**src/logic/serial_status_map.svh**
```systemverilog
// register offsets, field positions and reset values of the serial status block
`ifndef SERIAL_STATUS_MAP_SVH
`define SERIAL_STATUS_MAP_SVH
`define STATUS_OFFSET 4'h0
`define CONTROL_OFFSET 4'h4
`define RXDATA_OFFSET 4'h8
`define STATUS_RESET 8'h84
`define CONTROL_RESET 8'h00
`define BIT_TX_BUFFER_EMPTY_FLAG_POS 7
`define BIT_RX_BUFFER_FULL_FLAG_POS 6
`define BIT_OVR_POS 5
`define BIT_FRM_POS 4
`define BIT_PAR_POS 3
`define BIT_TX_END_FLAG_POS 2
`define BIT_RXMP_POS 1
`define BIT_TXMP_POS 0
`define CTL_TXEN_POS 0
`define CTL_RXEN_POS 1
`define CTL_SYNC_POS 2
`define CTL_MPFMT_POS 3
`define CTL_ODD_POS 4
`define CTL_FILT_POS 5
`define AXI_OKAY 2'h0
`define AXI_SLVERR 2'h2
`endif

```
**src/logic/serial_status_pkg.sv**
```systemverilog
// types shared by the serial status block
package serial_status_pkg;
  typedef struct packed {
    logic valid;
    logic [7:0] data;
    logic mp_bit;
    logic parity_bit;
    logic stop_bit;
  } rx_char_s;
  typedef enum logic [1:0] {
    wr_idle,
    wr_resp
  } wr_state_e;
endpackage

```
**src/logic/serial_status_flags.sv**
```systemverilog
// status flags, control bits and receive buffer of the serial channel, AXI4-Lite slave
`timescale 1ns/1ps
`default_nettype none
`include "serial_status_map.svh"
module serial_status_flags #(
  // bus and character widths
  parameter int ADDR_W = 4,
  parameter int DATA_W = 32,
  parameter int CHAR_W = 8
) (
  // clock and reset
  input wire logic aclk,
  input wire logic aresetn,
  input wire logic standby,
  // axi4-lite write
  input wire logic [ADDR_W-1:0] s_axi_awaddr,
  input wire logic s_axi_awvalid,
  output logic s_axi_awready,
  input wire logic [DATA_W-1:0] s_axi_wdata,
  input wire logic [DATA_W/8-1:0] s_axi_wstrb,
  input wire logic s_axi_wvalid,
  output logic s_axi_wready,
  output logic [1:0] s_axi_bresp,
  output logic s_axi_bvalid,
  input wire logic s_axi_bready,
  // axi4-lite read
  input wire logic [ADDR_W-1:0] s_axi_araddr,
  input wire logic s_axi_arvalid,
  output logic s_axi_arready,
  output logic [DATA_W-1:0] s_axi_rdata,
  output logic [1:0] s_axi_rresp,
  output logic s_axi_rvalid,
  input wire logic s_axi_rready,
  // transmit engine
  input wire logic tx_load,
  input wire logic tx_last_bit,
  output logic tx_data_ready,
  output logic tx_multiproc_bit,
  output logic tx_halt,
  // receive engine
  input wire serial_status_pkg::rx_char_s rx_char,
  output logic rx_halt,
  output logic [CHAR_W-1:0] rx_buffer,
  // dma controller
  input wire logic dma_rx_read
);
  import serial_status_pkg::*;

  logic tx_buffer_empty_flag;
  logic rx_buffer_full_flag;
  logic overrun_flag;
  logic framing_flag;
  logic parity_flag;
  logic tx_end_flag;
  logic rx_multiproc_bit;
  logic [7:0] serial_control;
  // one arming bit per clearable flag
  logic [4:0] seen_one;
  logic init;
  logic tx_enable;
  logic rx_enable;
  logic sync_mode;
  logic mp_format;
  logic odd_parity;
  logic multiproc_filter_enable;
  logic [7:0] status_view;
  wr_state_e wr_state;
  logic aw_held;
  logic w_held;
  logic [ADDR_W-1:0] aw_addr;
  logic [DATA_W-1:0] w_data;
  logic [DATA_W/8-1:0] w_strb;
  logic wr_fire;
  logic st_wr;
  logic ctl_wr;
  logic wr_bad;
  logic [4:0] clr_req;
  logic rx_accept;
  logic rx_fer;
  logic rx_per;
  logic rx_ovr;
  logic rx_clean;
  logic any_err;
  logic [DATA_W-1:0] next_rdata;
  logic [1:0] next_rresp;

  assign init = !aresetn || standby;
  assign tx_enable = serial_control[`CTL_TXEN_POS];
  assign rx_enable = serial_control[`CTL_RXEN_POS];
  assign sync_mode = serial_control[`CTL_SYNC_POS];
  assign mp_format = serial_control[`CTL_MPFMT_POS];
  assign odd_parity = serial_control[`CTL_ODD_POS];
  assign multiproc_filter_enable = serial_control[`CTL_FILT_POS];

  assign status_view = {tx_buffer_empty_flag, rx_buffer_full_flag, overrun_flag,
                        framing_flag, parity_flag, tx_end_flag, rx_multiproc_bit,
                        tx_multiproc_bit};

  // write channel: address and data taken in either order, response after both
  assign s_axi_awready = !aw_held && wr_state == wr_idle;
  assign s_axi_wready = !w_held && wr_state == wr_idle;
  // address half, held until the data half has arrived too
  always_ff @(posedge aclk) begin
    if (!aresetn) begin
      aw_held <= 1'b0;
      aw_addr <= '0;
    end else if (wr_fire) begin
      aw_held <= 1'b0;
    end else if (s_axi_awvalid && s_axi_awready) begin
      aw_held <= 1'b1;
      aw_addr <= s_axi_awaddr;
    end
  end
  // data half, held until the address half has arrived too
  always_ff @(posedge aclk) begin
    if (!aresetn) begin
      w_held <= 1'b0;
      w_data <= '0;
      w_strb <= '0;
    end else if (wr_fire) begin
      w_held <= 1'b0;
    end else if (s_axi_wvalid && s_axi_wready) begin
      w_held <= 1'b1;
      w_data <= s_axi_wdata;
      w_strb <= s_axi_wstrb;
    end
  end
  assign wr_fire = aw_held && w_held && wr_state == wr_idle;
  assign st_wr = wr_fire && aw_addr == `STATUS_OFFSET && w_strb[0];
  assign ctl_wr = wr_fire && aw_addr == `CONTROL_OFFSET && w_strb[0];
  assign wr_bad = aw_addr != `STATUS_OFFSET && aw_addr != `CONTROL_OFFSET
                  && aw_addr != `RXDATA_OFFSET;

  always_ff @(posedge aclk) begin
    if (!aresetn) begin
      wr_state <= wr_idle;
    end else begin
      case (wr_state)
        wr_idle: begin
          if (wr_fire) begin
            wr_state <= wr_resp;
          end
        end
        wr_resp: begin
          if (s_axi_bready) begin
            wr_state <= wr_idle;
          end
        end
        default: wr_state <= wr_idle;
      endcase
    end
  end
  // response stands until the master takes it; no new write meanwhile
  always_ff @(posedge aclk) begin
    if (!aresetn) begin
      s_axi_bvalid <= 1'b0;
      s_axi_bresp <= `AXI_OKAY;
    end else if (wr_fire) begin
      s_axi_bvalid <= 1'b1;
      s_axi_bresp <= wr_bad ? `AXI_SLVERR : `AXI_OKAY;
    end else if (s_axi_bready) begin
      s_axi_bvalid <= 1'b0;
    end
  end

  // read channel: one cycle to data
  assign s_axi_arready = !s_axi_rvalid;
  // decode kept apart so the data flop only picks up a finished word
  always_comb begin
    next_rdata = '0;
    next_rresp = `AXI_OKAY;
    case (s_axi_araddr)
      `STATUS_OFFSET: next_rdata = DATA_W'(status_view);
      `CONTROL_OFFSET: next_rdata = DATA_W'(serial_control);
      `RXDATA_OFFSET: next_rdata = DATA_W'(rx_buffer);
      default: next_rresp = `AXI_SLVERR;
    endcase
  end
  // the status word is sampled at the same edge that arms its flags
  always_ff @(posedge aclk) begin
    if (!aresetn) begin
      s_axi_rvalid <= 1'b0;
      s_axi_rdata <= '0;
      s_axi_rresp <= `AXI_OKAY;
    end else if (s_axi_arvalid && s_axi_arready) begin
      s_axi_rvalid <= 1'b1;
      s_axi_rdata <= next_rdata;
      s_axi_rresp <= next_rresp;
    end else if (s_axi_rready) begin
      s_axi_rvalid <= 1'b0;
    end
  end

  // arm each clearable flag once software has seen it as one
  wire status_read = s_axi_arvalid && s_axi_arready && s_axi_araddr == `STATUS_OFFSET;
  wire [4:0] clearable = {tx_buffer_empty_flag, rx_buffer_full_flag, overrun_flag,
                          framing_flag, parity_flag};
  always_ff @(posedge aclk) begin
    if (init) begin
      seen_one <= 5'h0;
    end else begin
      for (int i = 0; i < 5; i++) begin
        if (clr_req[i] || !clearable[i]) begin
          seen_one[i] <= 1'b0;
        end else if (status_read && clearable[i]) begin
          seen_one[i] <= 1'b1;
        end
      end
    end
  end
  // writes of one ignored; zero clears only an armed flag
  assign clr_req = seen_one & ~w_data[`BIT_TX_BUFFER_EMPTY_FLAG_POS:`BIT_PAR_POS] & {5{st_wr}};

  // control bits; filter enable also cleared by hardware on an MP-one character
  always_ff @(posedge aclk) begin
    if (init) begin
      serial_control <= `CONTROL_RESET;
    end else begin
      if (ctl_wr) begin
        serial_control <= w_data[7:0];
      end
      if (rx_accept && rx_char.mp_bit && multiproc_filter_enable) begin
        serial_control[`CTL_FILT_POS] <= 1'b0;
      end
    end
  end

  // receive decode
  assign any_err = overrun_flag || framing_flag || parity_flag;
  assign rx_halt = any_err;
  assign tx_halt = any_err && sync_mode;
  // filtered characters are dropped entirely until one carries MP bit one
  assign rx_accept = rx_char.valid && rx_enable && !any_err
                     && !(mp_format && !sync_mode && multiproc_filter_enable
                          && !rx_char.mp_bit);
  // only the first stop bit reaches this block
  assign rx_fer = !sync_mode && !rx_char.stop_bit;
  assign rx_per = !sync_mode && !mp_format
                  && ((^rx_char.data ^ rx_char.parity_bit) != odd_parity);
  assign rx_ovr = rx_buffer_full_flag;
  assign rx_clean = rx_accept && !rx_ovr && !rx_fer && !rx_per;

  // buffer survives standby; only a chip reset empties it
  always_ff @(posedge aclk) begin
    if (!aresetn) begin
      rx_buffer <= '0;
    end else if (rx_accept && !rx_ovr) begin
      rx_buffer <= rx_char.data;
    end
  end

  // receive-full: set beats clear
  always_ff @(posedge aclk) begin
    if (init) begin
      rx_buffer_full_flag <= 1'b0;
    end else if (rx_clean) begin
      rx_buffer_full_flag <= 1'b1;
    end else if (clr_req[3] || dma_rx_read) begin
      rx_buffer_full_flag <= 1'b0;
    end
  end

  // error flags: a new character beats a software clear in the same cycle
  always_ff @(posedge aclk) begin
    if (init) begin
      overrun_flag <= 1'b0;
    end else if (rx_accept && rx_ovr) begin
      overrun_flag <= 1'b1;
    end else if (clr_req[2]) begin
      overrun_flag <= 1'b0;
    end
  end

  always_ff @(posedge aclk) begin
    if (init) begin
      framing_flag <= 1'b0;
    end else if (rx_accept && !rx_ovr && rx_fer) begin
      framing_flag <= 1'b1;
    end else if (clr_req[1]) begin
      framing_flag <= 1'b0;
    end
  end

  always_ff @(posedge aclk) begin
    if (init) begin
      parity_flag <= 1'b0;
    end else if (rx_accept && !rx_ovr && rx_per) begin
      parity_flag <= 1'b1;
    end else if (clr_req[0]) begin
      parity_flag <= 1'b0;
    end
  end

  always_ff @(posedge aclk) begin
    if (init) begin
      rx_multiproc_bit <= 1'b0;
    end else if (rx_accept && mp_format && !sync_mode) begin
      rx_multiproc_bit <= rx_char.mp_bit;
    end
  end

  // transmit side
  // disable or load sets the flag even against a clear in the same cycle
  always_ff @(posedge aclk) begin
    if (init) begin
      tx_buffer_empty_flag <= 1'b1;
    end else if (!tx_enable || tx_load) begin
      tx_buffer_empty_flag <= 1'b1;
    end else if (clr_req[4]) begin
      tx_buffer_empty_flag <= 1'b0;
    end
  end
  assign tx_data_ready = !tx_buffer_empty_flag && tx_enable && !tx_halt;

  always_ff @(posedge aclk) begin
    if (init) begin
      tx_end_flag <= 1'b1;
    end else if (!tx_enable || (tx_last_bit && tx_buffer_empty_flag)) begin
      tx_end_flag <= 1'b1;
    end else if (clr_req[4]) begin
      tx_end_flag <= 1'b0;
    end
  end

  // engine uses this only in async multiprocessor format while sending
  always_ff @(posedge aclk) begin
    if (init) begin
      tx_multiproc_bit <= 1'b0;
    end else if (st_wr) begin
      tx_multiproc_bit <= w_data[`BIT_TXMP_POS];
    end
  end
endmodule
`default_nettype wire

```
**config.mk**
```make
export PLATFORM = sky130hd
export DESIGN_NAME = serial_status_flags
export DESIGN_NICKNAME = d
export VERILOG_FILES = /design/src/logic/serial_status_pkg.sv /design/src/logic/serial_status_flags.sv
export VERILOG_INCLUDE_DIRS = /design/src /design/src/logic
export SDC_FILE = /design/constraint.sdc
export NUM_CORES = 1
export LEC_CHECK = 0
export BUFFER_PORTS_ARGS = -buffer_cell sky130_fd_sc_hd__buf_4
export CAP_MARGIN = 20
export CORE_MARGIN = 10
export CORE_UTILIZATION = 51
export DETAILED_ROUTE_END_ITERATION = 12
export PLACE_DENSITY = 0.84
export RECOVER_POWER = 50
export SETUP_SLACK_MARGIN = 0.15
export SLEW_MARGIN = 15
export SYNTH_ARGS = -nofsm -noshare
export SYNTH_HDL_FRONTEND = slang
export SYNTH_SLANG_ARGS = --single-unit
```
**constraint.sdc**
```tcl
create_clock -name aclk -period 2.8 [get_ports aclk]
set_input_delay 0.42 -clock aclk [delete_from_list [all_inputs] [get_ports aclk]]
set_output_delay 0.42 -clock aclk [all_outputs]
set_load 0.03 [all_outputs]
```
==> out/metrics.cfg <==
[status]
status=complete, no violations

[cells_and_area]
fin_util=0.638
final_cell_mix=dfxtp_1, buf_4, nand2_1
drive_gt1_frac=0.189
design_area_sq_um=3300
final_common_cell=dfxtp_1
num_antenna_cells=0
stdcell_count=436
areaGrowthSynthToFinish_pct=20.1
nets=428

[setup_path]
worstSetupPathType=flip-flop to output port
max_stage_delay_ns=0.41
cp.depth=4
rr_endpoint=framing_flag
worstPathArrival_ns=1.67
start_kind=flip-flop
cp_cell_sequence=nor3_1 -> nor2b_1 -> nor3b_1 -> buf_4
endpoint=tx_data_ready
path_buf_inv=1
crit_required_ns=2.38
path_delay_family=simple AND/OR/NAND/NOR gates
reg2reg_depth=5
end_kind=output port
critPathLaunch=parity_flag
r2r_slack_ns=0.94
critPathMaxFanout=4
r2r_start=aw_addr[1]
critPathSlowestCell=nor3_1

[routing]
dr.pass1.iters=4
drc=0
drt_iter0_drc=157
via_per_inst=5.12
wl_mm=7.00
via_count=2232
wl_per_cell_um=16.1
ant_nets=0

[clock_network]
cts_setup_buffers=0
cts_resized=0
insertion_delay_ns=0.34
cts_inserted_buffers=9
clk_pin_slew_worst_paths_ns=0.07
cts_sinks=57
htreeDepth=3
clockBufferDepth=2
cts_hold_buf=0
cts_root_buf=clkbuf_8
tritoncts=yes

[timing]
relSlewSlack=0.590
setup-violations-final=0
rsz0062_at_grt=false
finalSetupTns_ns=0
tightest_slew_ns=0.614
fin_crit_sh=0.748
clock.fmax_mhz=478
fin_skew_ns=0.00749
finalHoldViolations=0
slew_viol_final=0
layout_min_cycle_time_ns=2.09

[floorplanning]
core.rowCount=26
fp.dieW_um=93.4
ios=120
initial_core_util=0.531
dieArea_sq_um=8720
chipHeight_um=93.4
core-area_sq_um=5170

[worst_hold_path]
hold_class=input port to flip-flop

[logic_synthesis]
synth_area_sq_um=2750
synth_seq_cells=57
syn_inst=298
yosysWarnings=0
synth_cell_type_count=47
syn_area_per_cell_sq_um=9.22
yosysSeqAreaShare=0.415

[placement]
place_area_sq_um=3170
routabilityCongestion=0.869
io_buffers=66
dp_cells=420
dp_hpwl_mm=5.32

[pwr]
vdd_drop_max_uv=375
p_per_area_nw_per_um2=576
power_leakage_nw=1.38
total_power_mw=1.90

[run]
cap_violations=0

[global_route]
grt_pass1_wl_mm=11.2
gr-total-overflow=0
grt_usage=0.160
grt_max_degree=39
grt_pass1_vias=2269
antenna_found_initial=0

-- synth_stat cells (all sizes together) --
master | n | share of area
nor2b | 25 | 0.057
conb | 1 | 0.0014
a2111o | 1 | 0.0041
clkbuf | 10 | 0.014
or3b | 1 | 0.0032
a21oi | 5 | 0.010
nand2 | 34 | 0.046
buf | 30 | 0.081
and2 | 2 | 0.0046
nand3 | 2 | 0.0055
o211a | 3 | 0.011
inv | 5 | 0.0068
a22oi | 8 | 0.022
o31ai | 1 | 0.0027
xnor3 | 1 | 0.0082
a32o | 1 | 0.0036
nor3 | 4 | 0.0073
o41ai | 1 | 0.0032
xor2 | 1 | 0.0032
nor2 | 18 | 0.026
a221o | 1 | 0.0036
nand2b | 6 | 0.016
a211o | 2 | 0.0064
a31o | 1 | 0.0032
and3 | 4 | 0.0091
xnor2 | 6 | 0.019
a311oi | 1 | 0.0032
dfxtp | 57 | 0.42
or3 | 2 | 0.0082
nand3b | 1 | 0.0027
or4 | 1 | 0.0027
nor3b | 1 | 0.0027
o21ai | 16 | 0.029
a211oi | 1 | 0.0027
a21boi | 11 | 0.030
nor4b | 2 | 0.012
nand4b | 1 | 0.0032
mux2i | 29 | 0.11
mux2 | 1 | 0.0041
-- registers in the layout (all words and copies together), names as in the netlist, 4 cells and up --
name	count
rx_buffer	8
aw_addr	4
serial_control	8
s_axi_rdata	8
seen_one	5
w_data	8
-- how the worst min path moves through the flow --
stage	from	endpoint	slack, ns	cells past startpoint
after CTS	tx_load	tx_buffer_empty_flag	0.27	2
after detailed placement	rx_multiproc_bit	rx_multiproc_bit	0.46	2
after floorplan	seen_one[3]	seen_one[3]	0.44	1
after global routing	tx_load	tx_buffer_empty_flag	0.26	2
after global placement	seen_one[3]	seen_one[3]	0.45	1
final	tx_load	tx_buffer_empty_flag	0.27	2
-- through the flow --
step           hold slack, ns  worst slack, ns
2_1_floorplan           0.437            0.760
3_3_place_gp            0.450            0.867
3_5_place_dp            0.463            0.841
4_1_cts                 0.265            0.668
5_1_grt                 0.256            0.529
6_report                0.274            0.706
-- layout make-up --
cell class                 instances  area (sq um)
clock inverter                     4          50.0
clock buffer                      12           165
inverter                           5          18.8
fill                             476          1870
tap                               70          87.6
multi-input combinational        221          1420
sequential                        57          1140
timing repair buffer              67           417
-- where the power goes --
| part | switching, mW | internal, mW |
|---|---|---|
| clock network | 0.328 | 0.482 |
| logic | 0.148 | 0.0926 |
| registers | 0.0182 | 0.832 |
-- worst reg2reg max path, delay by kind of cell, from the launching register on --
| kind | cells | cell delay, ns |
|---|---|---|
| simple gates | 3 | 1.08 |
| compound gates | 2 | 0.32 |
| flops | 1 | 0.35 |
-- routing by layer --
layer / wire, um / part of all wire / track usage
met4: 133 / 0.019 / 0.0643
met2: 3250 / 0.46 / 0.258
met5: 0 / 0 / 0
met3: 635 / 0.091 / 0.0600
met1: 2990 / 0.43 / 0.186
-- logic make-up (layout without fill, tap and decap cells) --
logic type | count (synthesis) | count (layout) | synth area share
multiplexers | 30 | 30 | 0.110
XOR/XNOR | 8 | 8 | 0.0305
AO/OA/AOI/OAI | 53 | 53 | 0.135
flip-flops | 57 | 57 | 0.415
AND/OR/NAND/NOR | 104 | 104 | 0.206
buffers and inverters | 45 | 88 | 0.102
other | 1 | 26 | 0.00136
Note: power is estimated with default switching activity, not from simulation.
